$ cat src/pkg/i2c_host_map.svh
`ifndef I2C_HOST_MAP_SVH
`define I2C_HOST_MAP_SVH

// register offsets
`define REG_CMD 8'h00
`define REG_ADDR 8'h04
`define REG_STAT 8'h08

// command register fields
`define CMD_CODE_LSB 0
`define CMD_PARAM_LSB 8
`define CMD_SEND_BIT 16
`define CMD_WITH_PARAM_BIT 17
`define CMD_READ_BIT 18
`define CMD_RCNT_LSB 19

// address register fields
`define ADDR_SEL_LSB 0
`define RST_ADDR_SEL 2'h0

// status register fields
`define STAT_BUSY_BIT 0
`define STAT_ADDR_NACK_BIT 1
`define STAT_CMD_NACK_BIT 2
`define STAT_PARAM_NACK_BIT 3
`define STAT_DONE_BIT 4
`define STAT_LAST_LSB 8

// device address and codes
`define DEV_ADDR_HI 5'h06
`define CODE_TRIPLET 8'h78

// timing
`define CLK_KHZ 25000
`define LINK_RATE_KHZ 100
`define QUARTER_CYC (8'((`CLK_KHZ) / (`LINK_RATE_KHZ * 4)))

`endif

$ cat src/pkg/i2c_host_pkg.sv
package i2c_host_pkg;

    typedef enum logic [1:0] {
        LS_IDLE,
        LS_START,
        LS_BIT,
        LS_STOP
    } link_state_t;

    typedef enum logic [2:0] {
        BS_ADDR_W,
        BS_CMD,
        BS_PARAM,
        BS_ADDR_R,
        BS_READ
    } byte_sel_t;

endpackage

$ cat src/hw/i2c_host_command_port.sv
// Local design decisions: register access over APB and the register addresses.
`timescale 1ns/1ps
`include "i2c_host_map.svh"

module i2c_host_command_port (
    // system
    input wire logic clk_sys,
    input wire logic sys_rst,
    // apb slave
    input wire logic psel,
    input wire logic penable,
    input wire logic pwrite,
    input wire logic [7:0] paddr,
    input wire logic [31:0] pwdata,
    output logic [31:0] prdata,
    output logic pready,
    output logic pslverr,
    // i2c link
    output logic scl_o,
    output logic scl_oe,
    output logic sda_o,
    output logic sda_oe,
    input wire logic sda_i
);

    i2c_host_pkg::link_state_t st;
    i2c_host_pkg::byte_sel_t bsel;
    logic [1:0] q;
    logic [7:0] qcnt;
    logic [3:0] idx;
    logic [7:0] tx_byte;
    logic [7:0] rx_byte;
    logic [2:0] rd_left;
    logic [7:0] cmd_code;
    logic [7:0] cmd_param;
    logic cmd_send;
    logic cmd_with_param;
    logic cmd_read;
    logic [2:0] cmd_rcnt;
    logic [1:0] addr_sel;
    logic go;
    logic done;
    logic addr_nack;
    logic cmd_nack;
    logic param_nack;
    logic [7:0] last_byte;
    logic sda_m1;
    logic sda_m2;
    logic sda_m3;
    logic sda_s;
    logic tick;
    logic byte_end;
    logic ack;
    logic busy;
    logic access;
    logic mapped;
    logic wr_cmd;
    logic wr_addr;
    logic wr_stat;
    logic ev_addr_nack;
    logic ev_cmd_nack;
    logic ev_param_nack;
    logic ev_read_byte;
    logic ev_done;
    logic [31:0] stat_word;
    logic [31:0] cmd_word;

    // apb decode
    assign access = psel & penable & pready;
    assign mapped = (paddr == `REG_CMD) | (paddr == `REG_ADDR) | (paddr == `REG_STAT);
    assign busy = (st != i2c_host_pkg::LS_IDLE) | go;
    assign wr_cmd = access & pwrite & (paddr == `REG_CMD) & ~busy;
    assign wr_addr = access & pwrite & (paddr == `REG_ADDR);
    assign wr_stat = access & pwrite & (paddr == `REG_STAT);

    always_comb begin
        stat_word = 32'h0;
        stat_word[`STAT_BUSY_BIT] = busy;
        stat_word[`STAT_ADDR_NACK_BIT] = addr_nack;
        stat_word[`STAT_CMD_NACK_BIT] = cmd_nack;
        stat_word[`STAT_PARAM_NACK_BIT] = param_nack;
        stat_word[`STAT_DONE_BIT] = done;
        stat_word[`STAT_LAST_LSB +: 8] = last_byte;
    end

    always_comb begin
        cmd_word = 32'h0;
        cmd_word[`CMD_CODE_LSB +: 8] = cmd_code;
        cmd_word[`CMD_PARAM_LSB +: 8] = cmd_param;
        cmd_word[`CMD_SEND_BIT] = cmd_send;
        cmd_word[`CMD_WITH_PARAM_BIT] = cmd_with_param;
        cmd_word[`CMD_READ_BIT] = cmd_read;
        cmd_word[`CMD_RCNT_LSB +: 3] = cmd_rcnt;
    end

    // one wait state on every access
    always_ff @(posedge clk_sys) begin
        if (sys_rst) begin
            pready <= 1'b0;
            pslverr <= 1'b0;
            prdata <= 32'h0;
        end else begin
            pready <= psel & penable & ~pready;
            pslverr <= psel & penable & ~pready & ~mapped;
            prdata <= 32'h0;
            if (psel & penable & ~pready & ~pwrite) begin
                case (paddr)
                    `REG_CMD: prdata <= cmd_word;
                    `REG_ADDR: prdata <= {30'h0, addr_sel};
                    `REG_STAT: prdata <= stat_word;
                    default: prdata <= 32'h0;
                endcase
            end
        end
    end

    // command and address registers
    always_ff @(posedge clk_sys) begin
        if (sys_rst) begin
            cmd_code <= 8'h0;
            cmd_param <= 8'h0;
            cmd_send <= 1'b0;
            cmd_with_param <= 1'b0;
            cmd_read <= 1'b0;
            cmd_rcnt <= 3'h0;
            addr_sel <= `RST_ADDR_SEL;
            go <= 1'b0;
        end else begin
            go <= wr_cmd & (pwdata[`CMD_SEND_BIT] | pwdata[`CMD_READ_BIT]);
            if (wr_cmd) begin
                cmd_code <= pwdata[`CMD_CODE_LSB +: 8];
                cmd_param <= pwdata[`CMD_PARAM_LSB +: 8];
                cmd_send <= pwdata[`CMD_SEND_BIT];
                cmd_with_param <= pwdata[`CMD_WITH_PARAM_BIT];
                cmd_read <= pwdata[`CMD_READ_BIT];
                cmd_rcnt <= pwdata[`CMD_RCNT_LSB +: 3];
            end
            if (wr_addr & ~busy) begin
                addr_sel <= pwdata[`ADDR_SEL_LSB +: 2];
            end
        end
    end

    // sda input synchroniser, change taken once stages agree
    always_ff @(posedge clk_sys) begin
        if (sys_rst) begin
            sda_m1 <= 1'b1;
            sda_m2 <= 1'b1;
            sda_m3 <= 1'b1;
            sda_s <= 1'b1;
        end else begin
            sda_m1 <= sda_i;
            sda_m2 <= sda_m1;
            sda_m3 <= sda_m2;
            if (sda_m2 == sda_m3) begin
                sda_s <= sda_m3;
            end
        end
    end

    // quarter bit timer
    assign tick = (qcnt == `QUARTER_CYC - 8'h01);

    always_ff @(posedge clk_sys) begin
        if (sys_rst || st == i2c_host_pkg::LS_IDLE || tick) begin
            qcnt <= 8'h0;
        end else begin
            qcnt <= qcnt + 8'h01;
        end
    end

    // byte events
    assign byte_end = (st == i2c_host_pkg::LS_BIT) & tick & (q == 2'h3) & (idx == 4'h8);
    assign ack = ~sda_s;
    assign ev_addr_nack = byte_end & ~ack &
        ((bsel == i2c_host_pkg::BS_ADDR_W) | (bsel == i2c_host_pkg::BS_ADDR_R));
    assign ev_cmd_nack = byte_end & ~ack & (bsel == i2c_host_pkg::BS_CMD);
    assign ev_param_nack = byte_end & ~ack & (bsel == i2c_host_pkg::BS_PARAM);
    assign ev_read_byte = byte_end & (bsel == i2c_host_pkg::BS_READ);
    assign ev_done = (st == i2c_host_pkg::LS_STOP) & tick & (q == 2'h3);

    // link sequencer
    always_ff @(posedge clk_sys) begin
        if (sys_rst) begin
            st <= i2c_host_pkg::LS_IDLE;
            bsel <= i2c_host_pkg::BS_ADDR_W;
            q <= 2'h0;
            idx <= 4'h0;
            tx_byte <= 8'h0;
            rx_byte <= 8'h0;
            rd_left <= 3'h0;
            scl_oe <= 1'b0;
            sda_oe <= 1'b0;
        end else begin
            case (st)
                i2c_host_pkg::LS_IDLE: begin
                    if (go) begin
                        st <= i2c_host_pkg::LS_START;
                        q <= 2'h2;
                        bsel <= cmd_send ? i2c_host_pkg::BS_ADDR_W : i2c_host_pkg::BS_ADDR_R;
                        tx_byte <= {`DEV_ADDR_HI, addr_sel, ~cmd_send};
                        rd_left <= cmd_rcnt;
                    end
                end
                i2c_host_pkg::LS_START: begin
                    if (tick) begin
                        q <= q + 2'h1;
                        case (q)
                            2'h0: scl_oe <= 1'b1;
                            2'h1: sda_oe <= 1'b0;
                            2'h2: scl_oe <= 1'b0;
                            default: begin
                                sda_oe <= 1'b1;
                                st <= i2c_host_pkg::LS_BIT;
                                idx <= 4'h0;
                            end
                        endcase
                    end
                end
                i2c_host_pkg::LS_BIT: begin
                    if (tick) begin
                        q <= q + 2'h1;
                        case (q)
                            2'h0: scl_oe <= 1'b1;
                            2'h1: begin
                                if (bsel == i2c_host_pkg::BS_READ) begin
                                    sda_oe <= (idx == 4'h8) & (rd_left != 3'h0);
                                end else begin
                                    sda_oe <= (idx != 4'h8) & ~tx_byte[7];
                                end
                            end
                            2'h2: scl_oe <= 1'b0;
                            default: begin
                                if (idx != 4'h8) begin
                                    rx_byte <= {rx_byte[6:0], sda_s};
                                    tx_byte <= {tx_byte[6:0], 1'b0};
                                    idx <= idx + 4'h1;
                                end else begin
                                    idx <= 4'h0;
                                    st <= i2c_host_pkg::LS_STOP;
                                    case (bsel)
                                        i2c_host_pkg::BS_ADDR_W: begin
                                            if (ack) begin
                                                st <= i2c_host_pkg::LS_BIT;
                                                bsel <= i2c_host_pkg::BS_CMD;
                                                tx_byte <= cmd_code;
                                            end
                                        end
                                        i2c_host_pkg::BS_CMD: begin
                                            if (ack && cmd_with_param) begin
                                                st <= i2c_host_pkg::LS_BIT;
                                                bsel <= i2c_host_pkg::BS_PARAM;
                                                if (cmd_code == `CODE_TRIPLET) begin
                                                    tx_byte <= {cmd_param[7], 7'h0};
                                                end else begin
                                                    tx_byte <= cmd_param;
                                                end
                                            end else if (ack && cmd_read) begin
                                                st <= i2c_host_pkg::LS_START;
                                                bsel <= i2c_host_pkg::BS_ADDR_R;
                                                tx_byte <= {`DEV_ADDR_HI, addr_sel, 1'b1};
                                            end
                                        end
                                        i2c_host_pkg::BS_PARAM: begin
                                            if (ack && cmd_read) begin
                                                st <= i2c_host_pkg::LS_START;
                                                bsel <= i2c_host_pkg::BS_ADDR_R;
                                                tx_byte <= {`DEV_ADDR_HI, addr_sel, 1'b1};
                                            end
                                        end
                                        i2c_host_pkg::BS_ADDR_R: begin
                                            if (ack) begin
                                                st <= i2c_host_pkg::LS_BIT;
                                                bsel <= i2c_host_pkg::BS_READ;
                                            end
                                        end
                                        default: begin
                                            if (rd_left != 3'h0) begin
                                                st <= i2c_host_pkg::LS_BIT;
                                                rd_left <= rd_left - 3'h1;
                                            end
                                        end
                                    endcase
                                end
                            end
                        endcase
                    end
                end
                i2c_host_pkg::LS_STOP: begin
                    if (tick) begin
                        q <= q + 2'h1;
                        case (q)
                            2'h0: scl_oe <= 1'b1;
                            2'h1: sda_oe <= 1'b1;
                            2'h2: scl_oe <= 1'b0;
                            default: begin
                                sda_oe <= 1'b0;
                                st <= i2c_host_pkg::LS_IDLE;
                            end
                        endcase
                    end
                end
                default: st <= i2c_host_pkg::LS_IDLE;
            endcase
        end
    end

    // status flags, set wins over write-one clear
    always_ff @(posedge clk_sys) begin
        if (sys_rst) begin
            done <= 1'b0;
            addr_nack <= 1'b0;
            cmd_nack <= 1'b0;
            param_nack <= 1'b0;
            last_byte <= 8'h0;
        end else begin
            done <= ev_done | (done & ~(wr_stat & pwdata[`STAT_DONE_BIT]));
            addr_nack <= ev_addr_nack |
                (addr_nack & ~(wr_stat & pwdata[`STAT_ADDR_NACK_BIT]));
            cmd_nack <= ev_cmd_nack |
                (cmd_nack & ~(wr_stat & pwdata[`STAT_CMD_NACK_BIT]));
            param_nack <= ev_param_nack |
                (param_nack & ~(wr_stat & pwdata[`STAT_PARAM_NACK_BIT]));
            if (ev_read_byte) begin
                last_byte <= rx_byte;
            end
        end
    end

    // open-drain lines only ever pull low
    always_ff @(posedge clk_sys) begin
        scl_o <= 1'b0;
        sda_o <= 1'b0;
    end

    property p_start_only;
        @(posedge clk_sys) disable iff (sys_rst)
        ($rose(sda_oe) && !scl_oe)
        |-> (st == i2c_host_pkg::LS_BIT && $past(st) == i2c_host_pkg::LS_START);
    endproperty
    a_start_only: assert property (p_start_only)
        else $error("sda fell with scl high outside start");

    property p_stop_only;
        @(posedge clk_sys) disable iff (sys_rst)
        ($fell(sda_oe) && !scl_oe)
        |-> (st == i2c_host_pkg::LS_IDLE || st == i2c_host_pkg::LS_START);
    endproperty
    a_stop_only: assert property (p_stop_only)
        else $error("sda rose with scl high outside stop or start");

    property p_dir_bit;
        @(posedge clk_sys) disable iff (sys_rst)
        (st == i2c_host_pkg::LS_BIT && idx == 4'h7 && q == 2'h2 &&
         (bsel == i2c_host_pkg::BS_ADDR_W || bsel == i2c_host_pkg::BS_ADDR_R))
        |-> (sda_oe == (bsel == i2c_host_pkg::BS_ADDR_W));
    endproperty
    a_dir_bit: assert property (p_dir_bit) else $error("direction bit wrong");

    property p_cmd_msb;
        @(posedge clk_sys) disable iff (sys_rst)
        (st == i2c_host_pkg::LS_BIT && bsel == i2c_host_pkg::BS_CMD && idx == 4'h0 && q == 2'h2)
        |-> (sda_oe == ~cmd_code[7]);
    endproperty
    a_cmd_msb: assert property (p_cmd_msb) else $error("command byte not msb first");

    property p_triplet_param;
        @(posedge clk_sys) disable iff (sys_rst)
        (bsel == i2c_host_pkg::BS_PARAM && cmd_code == `CODE_TRIPLET && idx == 4'h0)
        |-> (tx_byte[6:0] == 7'h0);
    endproperty
    a_triplet_param: assert property (p_triplet_param)
        else $error("triplet low bits sent");

    property p_param_after_cmd;
        @(posedge clk_sys) disable iff (sys_rst)
        ($changed(bsel) && bsel == i2c_host_pkg::BS_PARAM)
        |-> ($past(bsel) == i2c_host_pkg::BS_CMD);
    endproperty
    a_param_after_cmd: assert property (p_param_after_cmd)
        else $error("parameter not after command");

    property p_read_readdress;
        @(posedge clk_sys) disable iff (sys_rst)
        ($changed(bsel) && bsel == i2c_host_pkg::BS_ADDR_R) |-> (st == i2c_host_pkg::LS_START);
    endproperty
    a_read_readdress: assert property (p_read_readdress)
        else $error("read without new start");

    property p_last_nack;
        @(posedge clk_sys) disable iff (sys_rst)
        (st == i2c_host_pkg::LS_BIT && bsel == i2c_host_pkg::BS_READ && idx == 4'h8 && q == 2'h2)
        |-> (sda_oe == (rd_left != 3'h0));
    endproperty
    a_last_nack: assert property (p_last_nack) else $error("read ack wrong");

    property p_busy_stop;
        @(posedge clk_sys) disable iff (sys_rst)
        ev_cmd_nack |=> (st == i2c_host_pkg::LS_STOP) ##1 cmd_nack;
    endproperty
    a_busy_stop: assert property (p_busy_stop)
        else $error("refused command not stopped");

    property p_nack_stop;
        @(posedge clk_sys) disable iff (sys_rst)
        (ev_addr_nack || ev_param_nack) |=> (st == i2c_host_pkg::LS_STOP)[*2];
    endproperty
    a_nack_stop: assert property (p_nack_stop) else $error("nack not followed by stop");

endmodule

$ cat config.mk
export PLATFORM = sky130hd
export DESIGN_NAME = i2c_host_command_port
export DESIGN_NICKNAME = d
export VERILOG_FILES = /design/src/pkg/i2c_host_pkg.sv /design/src/hw/i2c_host_command_port.sv
export VERILOG_INCLUDE_DIRS = /design/src /design/src/pkg
export SDC_FILE = /design/constraint.sdc
export NUM_CORES = 1
export LEC_CHECK = 0
export BUFFER_PORTS_ARGS = -buffer_cell sky130_fd_sc_hd__buf_4
export CAP_MARGIN = 40
export CORE_MARGIN = 2
export CORE_UTILIZATION = 60
export CTS_BUF_LIST = sky130_fd_sc_hd__clkbuf_16
export DETAILED_ROUTE_END_ITERATION = 12
export HOLD_SLACK_MARGIN = 0.05
export PLACE_DENSITY = 0.93
export SLEW_MARGIN = 0
export SYNTH_ARGS = -nofsm -noshare
export SYNTH_HDL_FRONTEND = slang
export SYNTH_SLANG_ARGS = --single-unit
$ cat constraint.sdc
create_clock -name clk_sys -period 3.1 [get_ports clk_sys]
set_input_delay 0.465 -clock clk_sys [delete_from_list [all_inputs] [get_ports clk_sys]]
set_output_delay 0.465 -clock clk_sys [all_outputs]
set_load 0.005 [all_outputs]
# After elaboration in Yosys (flattened, before gate mapping)
# Index checks and enable logic that the tools add are counted.
op_classes:
  n_lt_le_gt_ge: 0
  eq_ne: 36
  multipliers: 0
  n_reduce_logical: 29
  bitwise_logic: 54
  add_sub_neg: 4
  n_div: 0
  shift: 0
  muxes: 61
ops:
  columns: ["operator", "n"]
  rows:
  - ["one-hot mux 22 bit (3 select lines)", 1]
  - ["2-to-1 mux 8 bit", 7]
  - ["2-to-1 mux 3 bit", 14]
  - ["bitwise AND 1 bit", 32]
  - ["2-to-1 mux 2 bit", 13]
  - ["one-hot mux 8 bit (3 select lines)", 1]
  - ["!= test 2 bit, second input constant", 11]
  - ["2-to-1 mux 4 bit", 5]
  - ["one-hot mux 8 bit (2 select lines)", 1]
  - ["AND reduction 8 bit", 2]
  - ["AND reduction 7 bit", 2]
  - ["NOT 1 bit", 13]
  - ["one-hot mux 3 bit (2 select lines)", 2]
  - ["one-hot mux 3 bit (4 select lines)", 1]
  - ["!= test 5 x 1 -> 1 bit, second input constant", 2]
  - ["OR 1 bit", 9]
  - ["adder 8 x 1 -> 8 bit, second input constant", 1]
  - ["equality test 2 bit, second input constant", 4]
  - ["equality test 8 x 3 -> 1 bit, second input constant", 1]
  - ["equality test 8 x 4 -> 1 bit, second input constant", 1]
  - ["equality test 8 x 6 -> 1 bit, second input constant", 1]
  - ["equality test 8 x 7 -> 1 bit, second input constant", 1]
  - ["logical NOT 8 bit", 1]
  - ["one-hot mux 2 bit (4 select lines)", 1]
  - ["other kinds (34)", 57]
totals:
  register_bits: 115
  input_bits: 46
  output_inout_bits: 38
  elab_cells: 214
  mem_bits_ro: 0
  latch_bits: 0
  n_memories: 0
  ram_bits: 0

# Logic depth before layout (Yosys ltp)
# Gate-level depths: netlist (run 1).
logic_depth:
  word_depth: 9
  depth_mapped: 8
  ltp_nobuf: 7

# Worst setup path after synthesis (run 1)
# OpenSTA, ideal clock, no wires.
synth_timing:
  path_kind: "flip-flop to flip-flop"
  start: "register qcnt[0]"
  end: "register bsel[2]"
  path_buffers: 0
  t_required_ps: 3030
  setup_time_ps: 70
  path_stages_with_launch: 7
  t_arrival_ps: 1883
  period_less_slack_ps: 1953
  path_slack_ps: 1147
  cell_sequence: "dfxtp_1 -> ha_1 -> nor3b_4 -> nand3_4 -> o41a_1 -> or3_1 -> a21oi_1"
synth_between:
  elab_chain_len: 3
synth_rtl:
  columns: ["element", "line_no", "source"]
  rows:
  - ["start, declared", "i2c_host_command_port.sv:29", "logic [7:0] qcnt;"]
  - ["start signal, assigned", "i2c_host_command_port.sv:168", "qcnt <= qcnt + 8'h01;"]
  - ["equality test 8 x 6 -> 1 bit", "i2c_host_command_port.sv:162", "assign tick = (qcnt == `QUARTER_CYC - 8'h01);"]
  - ["!= test 2 bit (no source line)", null, null]
  - ["AND reduction 8 bit (no source line)", null, null]
  - ["end signal, assigned", "i2c_host_command_port.sv:186", "bsel <= i2c_host_pkg::BS_ADDR_W;"]
  - ["end signal, assigned", "i2c_host_command_port.sv:200", "bsel <= cmd_send ? i2c_host_pkg::BS_ADDR_W : i2c_host_pkg::BS_ADDR_R;"]
  - ["end signal, assigned", "i2c_host_command_port.sv:245", "bsel <= i2c_host_pkg::BS_CMD;"]
  - ["end, declared", "i2c_host_command_port.sv:27", "i2c_host_pkg::byte_sel_t bsel;"]
# Every way passes these cells.
# A chain may end at the register's enable or synchronous reset.

# Worst setup path after layout (run 1)
layout_timing:
  start: "register st[1]"
  end: "register tx_byte[4]"
layout_between:
  elab_chain_len: 3
  word_cells_on_any_way: 10
  cone_classes: "eq/ne (6); mux (1); reduce/logical (3)"
layout_rtl:
  columns: ["element", "line_no", "source"]
  rows:
  - ["start, declared", "i2c_host_command_port.sv:26", "i2c_host_pkg::link_state_t st;"]
  - ["start signal, assigned", "i2c_host_command_port.sv:185", "st <= i2c_host_pkg::LS_IDLE;"]
  - ["start signal, assigned", "i2c_host_command_port.sv:198", "st <= i2c_host_pkg::LS_START;"]
  - ["start signal, assigned", "i2c_host_command_port.sv:214", "st <= i2c_host_pkg::LS_BIT;"]
  - ["equality test 2 bit or logical NOT 2 bit (tied branches)", "i2c_host_command_port.sv:195", "case (st)"]
  - ["!= test 5 x 1 -> 1 bit (no source line), or another cell as far along", null, null]
  - ["AND reduction 6 bit (no source line)", null, null]
  - ["end signal, assigned", "i2c_host_command_port.sv:201", "tx_byte <= {`DEV_ADDR_HI, addr_sel, ~cmd_send};"]
  - ["end signal, assigned", "i2c_host_command_port.sv:236", "tx_byte <= {tx_byte[6:0], 1'b0};"]
  - ["end signal, assigned", "i2c_host_command_port.sv:246", "tx_byte <= cmd_code;"]
  - ["end, declared", "i2c_host_command_port.sv:31", "logic [7:0] tx_byte;"]
# Several ways; a longest one is shown, not always the timed one.

==> reports/qor.yml, run 1 <==
layout:
  fin_cells: 740
  area_delta_synth_final_pct: 15.1
  diodes: 0
  fillers: 573
  fin_nets: 690
  drive_above_1_share_pct: 15.0
timing:
  slew_headroom_pct: 47.3
  setup_viol: 0
  fin_crit_ns: 2.46
  tns_ns: 0
  fmax_ghz: 0.407
  rsz0062_at_grt: "false"
  tightest_slew_ns: 0.788
  clock_skew_ns: 0.00933
  drv_slew: 0
  hold_violations: 0
  min_period_over_period_pct: 79.3
floorplan:
  ios: 84
  die_area_sq_um: 8840
  rows: 32
  die_y_microns: 94.0
  start_util_pct: 62.3
  die_x_microns: 94.0
  core_sq_um: 7810
synth:
  ys_async_sr_fraction_pct: 0
  synthFlopType: "dfxtp_1"
  syn_area_sq_um: 4860
  yosysSeqAreaShare_pct: 43.2
  syn_inst: 590
  synth-edff-count: 0
  ys_seq_elements: 105
  ys_types: 65
  avgSynthCellArea_sq_um: 8.25
  yosys_warnings: 0
power:
  switching_share_pct: 24.0
  p_sw_w: 0.000623
  power_frac_seq_pct: 52.1
  clkPwrFrac_pct: 45.2
  power.internal_w: 0.00197
  power.density_nw_per_um2: 463
  irDropWorstVdd_mv: 0.269
  leakagePower_nw: 2.04
  combPwrFrac_pct: 2.7
drt:
  wire_per_inst_microns: 16.6
  vias: 4426
  wl_microns: 12300
  drtPass1Iterations: 5
  drc_errors: 0
  drt_first_iter_violations: 405
  drtAntennaViolNets: 0
  vias_per_cell: 5.98
worst_setup_path:
  crit_arrival_ns: 2.71
  worst-path-max-fanout: 13
  crit_buf_inv: 0
  cpPeakStageDelay_ns: 0.71
  required_ns: 3.35
  critPathCaptureType: "register"
  cp_slowest_cell: "o31ai_2"
  worst_setup_path_start_kind: "register"
  cp_cell_sequence: "and2b_1, nand2_1, o31ai_2, nor2_1, a211oi_1"
  path_class: "register to register"
  critical-path-top-delay-family: "compound AO/OA/AOI/OAI gates"
clock_network:
  cts_setup_buffers: 0
  clkLatencyLatePin_ns: 0.35
  ctsResizeCount: 0
  numCtsBuffers: 9
  htree_levels: 3
  tritoncts: "yes"
  clk_path_buf_depth: 2
  postCtsHoldBufs: 0
  path_clk_slew_ns: 0.08
  cts_sinks: 105
  clock-root-buffer: "clkbuf_16"
placement:
  io_buffers: 61
  dp_cells: 724
  place_congestion: 0.916
  dp_hpwl_microns: 8660
grt:
  grt_pass1_wl_microns: 19700
  antenna_found_initial: 0
  grt_overflow: 0
  grt_max_degree: 76
  track_usage_pct: 28.5
  first_global_vias: 4173
run:
  maxCapViolCount: 0
min_path:
  hold_path.class: "input pin to register"
status:
  status: "finished clean"
-- stage by stage --
stage / hold WS (ns) / area (sq um) / util, % / power (W) / setup slack (ns)
3_3_place_gp: 0.390 / 5290 / 67.7 / 0.00145 / 0.695
3_5_place_dp: 0.398 / 5290 / 67.7 / 0.00145 / 0.646
4_1_cts: 0.297 / 5600 / 71.7 / 0.00260 / 0.683
2_1_floorplan: 0.389 / 4910 / - / 0.00142 / 1.15
6_report: 0.301 / 5600 / 71.7 / 0.00260 / 0.642
5_1_grt: 0.297 / 5600 / 71.7 / 0.00266 / 0.501
-- worst register-to-register path, delay by kind of cell (launching register included) --
family,cells,cell delay [ns]
flops,1,0.52
compound gates,2,0.99
simple gates,3,0.84
-- power by group through the flow --
stage / logic, W / clock network, W / registers, W
2_1_floorplan: 0.0000384 / 0 / 0.00138
3_3_place_gp: 0.0000689 / 0 / 0.00138
3_5_place_dp: 0.0000709 / 0 / 0.00138
4_1_cts: 0.0000712 / 0.00118 / 0.00135
5_1_grt: 0.0000770 / 0.00123 / 0.00135
6_report: 0.0000712 / 0.00117 / 0.00135
-- logic make-up after synthesis --
| group | count (synthesis) | synth area share [%] |
|---|---|---|
| muxes | 14 | 2.88 |
| xor gates and xnor gates | 8 | 1.44 |
| DFF | 105 | 43.2 |
| buffers and inverters | 65 | 6.46 |
| and+or+nand+nor | 259 | 26.1 |
| adders and majority gates | 11 | 2.83 |
| AOI/OAI and AO/OA | 127 | 17.0 |
| other | 1 | 0.0771 |
-- placed cells by master (no fill, tap or decap), types with 3 or more instances in the layout --
cell type,n
o31ai_1,3
or4_1,4
o21ai_0,14
or2_2,6
o2bb2ai_1,3
a22oi_1,11
conb_1,12
o32ai_1,5
a21oi_1,55
or3_1,4
nor3_1,5
ha_1,11
and2_1,6
clkbuf_16,9
dfxtp_1,105
buf_4,65
a311oi_1,6
and3_1,12
nor2b_1,6
nand2b_1,8
nand3_1,13
a32o_1,3
nand4_1,5
a211oi_1,6
nor2_1,71
a2111oi_0,3
xor2_1,6
inv_1,21
nor3b_1,3
nand2_1,95
nand3b_1,4
mux2i_1,14
-- sequential cells by signal, indices dropped and copies added, names as in the netlist, 2 cells and up --
signal and cells:
rx_byte 8, addr_sel 2, last_byte 8, tx_byte 8
st 2, qcnt 8, idx 4, cmd_rcnt 3
q 2, prdata 22, rd_left 3, cmd_code 8
cmd_param 8, bsel 3
-- final timing paths --
check	slack, ns	to	startpoint	cells past startpoint
max reg2reg	0.64	tx_byte[4]	st[1]	5
max	0.64	tx_byte[4]	st[1]	5
min reg2reg	0.41	sda_m2	sda_m1	1
min	0.30	sda_m1	sda_i	2
-- routing by layer --
metal / wire, microns / track usage (%)
met2: 6100 / 50.5
met3: 906 / 5.14
met5: 0 / 0
met4: 350 / 11.4
met1: 4920 / 34.0
-- area by class of cell --
cell class / count / area [sq um] / share of cell area (%)
well taps: 102 / 128 / 2.28
inverters: 21 / 78.8 / 1.41
flip-flops and latches: 105 / 2100 / 37.5
clock buffers: 9 / 225 / 4.02
clock inverters: 7 / 88.8 / 1.59
multi-input cells: 431 / 2490 / 44.5
repair buffers: 65 / 488 / 8.71
-- synth_stat cells, types with 2 or more instances --
cell type / count / area, sq um
dfxtp_1: 105 / 2100
nand2_1: 95 / 357
nor2_1: 71 / 267
a21oi_1: 55 / 275
inv_1: 21 / 78.8
clkbuf_1: 19 / 71.3
buf_4: 14 / 105
mux2i_1: 14 / 140
o21ai_0: 14 / 70.1
nand3_1: 13 / 65.1
and3_1: 12 / 75.1
a22oi_1: 11 / 82.6
ha_1: 11 / 138
buf_2: 8 / 40.0
nand2b_1: 8 / 50.1
a211oi_1: 6 / 45.0
a311oi_1: 6 / 52.6
and2_1: 6 / 37.5
nor2b_1: 6 / 37.5
or2_2: 6 / 37.5
xor2_1: 6 / 52.6
nand4_1: 5 / 31.3
nor3_1: 5 / 25.0
o32ai_1: 5 / 43.8
nand3b_1: 4 / 30.0
or3_1: 4 / 25.0
or4_1: 4 / 30.0
a2111oi_0: 3 / 26.3
a32o_1: 3 / 30.0
nor3b_1: 3 / 22.5
o2bb2ai_1: 3 / 26.3
o31ai_1: 3 / 22.5
a221oi_1: 2 / 17.5
buf_1: 2 / 7.51
nor4_2: 2 / 25.0
o21ai_1: 2 / 10.0
o21bai_1: 2 / 15.0
o22ai_1: 2 / 12.5
or2_1: 2 / 12.5
xnor2_1: 2 / 17.5
(Power assumes the default switching activity.)
==> inputs of run 2 (changes only) <==
CORE_UTILIZATION = 51   (was 60)
PLACE_DENSITY = 0.85   (was 0.93)
clock period = 2.1 ns   (was 3.1 ns; I/O delays follow)
==> reports/qor.yml, run 2 (synthesis gave the netlist of run 1 again) <==
floorplan:
  ios: 84
  die_y_microns: 102
  core_sq_um: 9240
  start_util_pct: 52.6
  die_area_sq_um: 10300
  die_x_microns: 102
  rows: 35
clock_network:
  tritoncts: "yes"
  numCtsBuffers: 9
  path_clk_slew_ns: 0.07
  clkLatencyLatePin_ns: 0.34
  clk_path_buf_depth: 2
  cts_sinks: 105
  htree_levels: 3
  clock-root-buffer: "clkbuf_16"
layout:
  largest_reg_flops: 22
  drive_above_1_share_pct: 20.4
  final_common_cell: "dfxtp_1"
  layout_common_cells: "dfxtp_1 (104), buf_4 (96), nand2_1 (95), nor2_1 (71), a21oi_1 (55)"
  final_core_util_pct: 64.1
  fin_area_sq_um: 5920
  diodes: 0
  fillers: 761
  area_delta_synth_final_pct: 21.8
  regMostFlops: "prdata"
  fin_nets: 723
worst_setup_path:
  cp_slowest_cell: "o41a_1"
  required_ns: 2.38
  critPathCaptureType: "register"
  critPathCapture: "bsel[2]"
  cp.depth: 7
  worst-path-max-fanout: 4
  timing.rr.end: "bsel[2]"
  r2r-start: "qcnt[0]"
  crit_buf_inv: 1
  cp_cell_sequence: "ha_2, nor3b_4, buf_6, nand3_4, o41a_1, or3_1, a21oi_1"
  cpPeakStageDelay_ns: 0.46
  worstSetupStartpoint: "qcnt[0]"
  critical-path-top-delay-family: "simple AND/OR/NAND/NOR gates"
  path_class: "register to register"
  crit_arrival_ns: 2.33
  ff2ff_path_depth: 7
  worst_setup_path_start_kind: "register"
  reg2reg_slack_ns: 0.05
drt:
  wl_microns: 12500
  vias_per_cell: 5.70
  drt_first_iter_violations: 411
  drtPass1Iterations: 6
  wire_per_inst_microns: 15.6
  vias: 4563
  drtAntennaViolNets: 0
  drc_errors: 0
grt:
  first_global_vias: 4210
  track_usage_pct: 23.9
  grt_pass1_wl_microns: 19700
  grt_overflow: 0
  grt_max_degree: 36
  antenna_found_initial: 0
power:
  p_sw_w: 0.000816
  leakagePower_nw: 2.23
  switching_share_pct: 22.2
  power.total_w: 0.00367
  power.internal_w: 0.00285
  combPwrFrac_pct: 3.0
  irDropWorstVdd_mv: 0.393
  power.density_nw_per_um2: 619
  power_frac_seq_pct: 54.4
  clkPwrFrac_pct: 42.6
timing:
  setup_ws_ns: 0.0480
  fmax_ghz: 0.487
  drv_slew: 0
  clock_skew_ns: 0.00859
  min_period_over_period_pct: 97.7
  rsz0062_at_grt: "true"
  slew_headroom_pct: 58.6
  tightest_slew_ns: 0.621
  fin_crit_ns: 2.05
  setup_viol: 0
  hold_violations: 0
placement:
  place_area_sq_um: 5550
  pre_cts_ws_ns: 0.0618
  place_congestion: 0.935
  io_buffers: 61
  dp_hpwl_microns: 8780
min_path:
  hold_path.class: "input pin to register"
status:
  status: "finished clean"
run:
  maxCapViolCount: 0
run 2: cell types whose count changed in the layout (fill, tap and decap cells not counted), moves of 2 or more:
cell	before	now
buf_4	65	96
clkinv_4	0	2
clkinv_8	2	0
inv_8	2	0
o32ai_1	5	2
o32ai_2	0	3
run 2: worst min path at each step:
stage / from / end / slack [ns] / cells after the start
after floorplan: sda_m1 / sda_m2 / 0.39 / 1
after CTS: sda_i / sda_m1 / 0.15 / 2
final: sda_i / sda_m1 / 0.16 / 2
after detailed placement: sda_m1 / sda_m2 / 0.40 / 1
after global placement: sda_m1 / sda_m2 / 0.39 / 1
after global routing: sda_i / sda_m1 / 0.16 / 2
run 2: final cells by class:
type / count / area [sq um] / share of cell area [%]
clock inverter: 7 / 46.3 / 0.782
inverter: 21 / 78.8 / 1.33
timing repair buffer: 98 / 752 / 12.7
multi-input combinational: 431 / 2560 / 43.2
clock buffer: 9 / 225 / 3.80
tap: 129 / 161 / 2.72
sequential: 105 / 2100 / 35.5
run 2: metal layers:
layer	part of all wire (%)	GRT usage (%)
met2	49	40.0
met4	2.0	9.04
met5	0	0
met3	6.8	5.24
met1	42	30.0
run 2: timing repair:
item,4_1_cts,5_1_grt
buffers inserted,0,4
setup endpoints to repair,0,13
gates resized for setup,0,14
hold endpoints to repair,0,0
hold buffers,0,0
run 2: power groups by stage:
stage | registers [W] | clock network [W] | logic (W)
finish | 0.00199 | 0.00156 | 0.000110
global route | 0.00199 | 0.00166 | 0.000117
CTS | 0.00199 | 0.00158 | 0.000107
detailed placement | 0.00204 | 0 | 0.000107
global placement | 0.00204 | 0 | 0.000105
floorplan | 0.00204 | 0 | 0.0000567
run 2: through the flow:
stage | TNS (ns) | std cells | hold WS [ns]
2_1_floorplan | 0 | 601 | 0.389
3_3_place_gp | 0 | 780 | 0.391
3_5_place_dp | 0 | 780 | 0.401
4_1_cts | 0 | 796 | 0.154
5_1_grt | -0.0567 | 800 | 0.156
6_report | 0 | 800 | 0.156
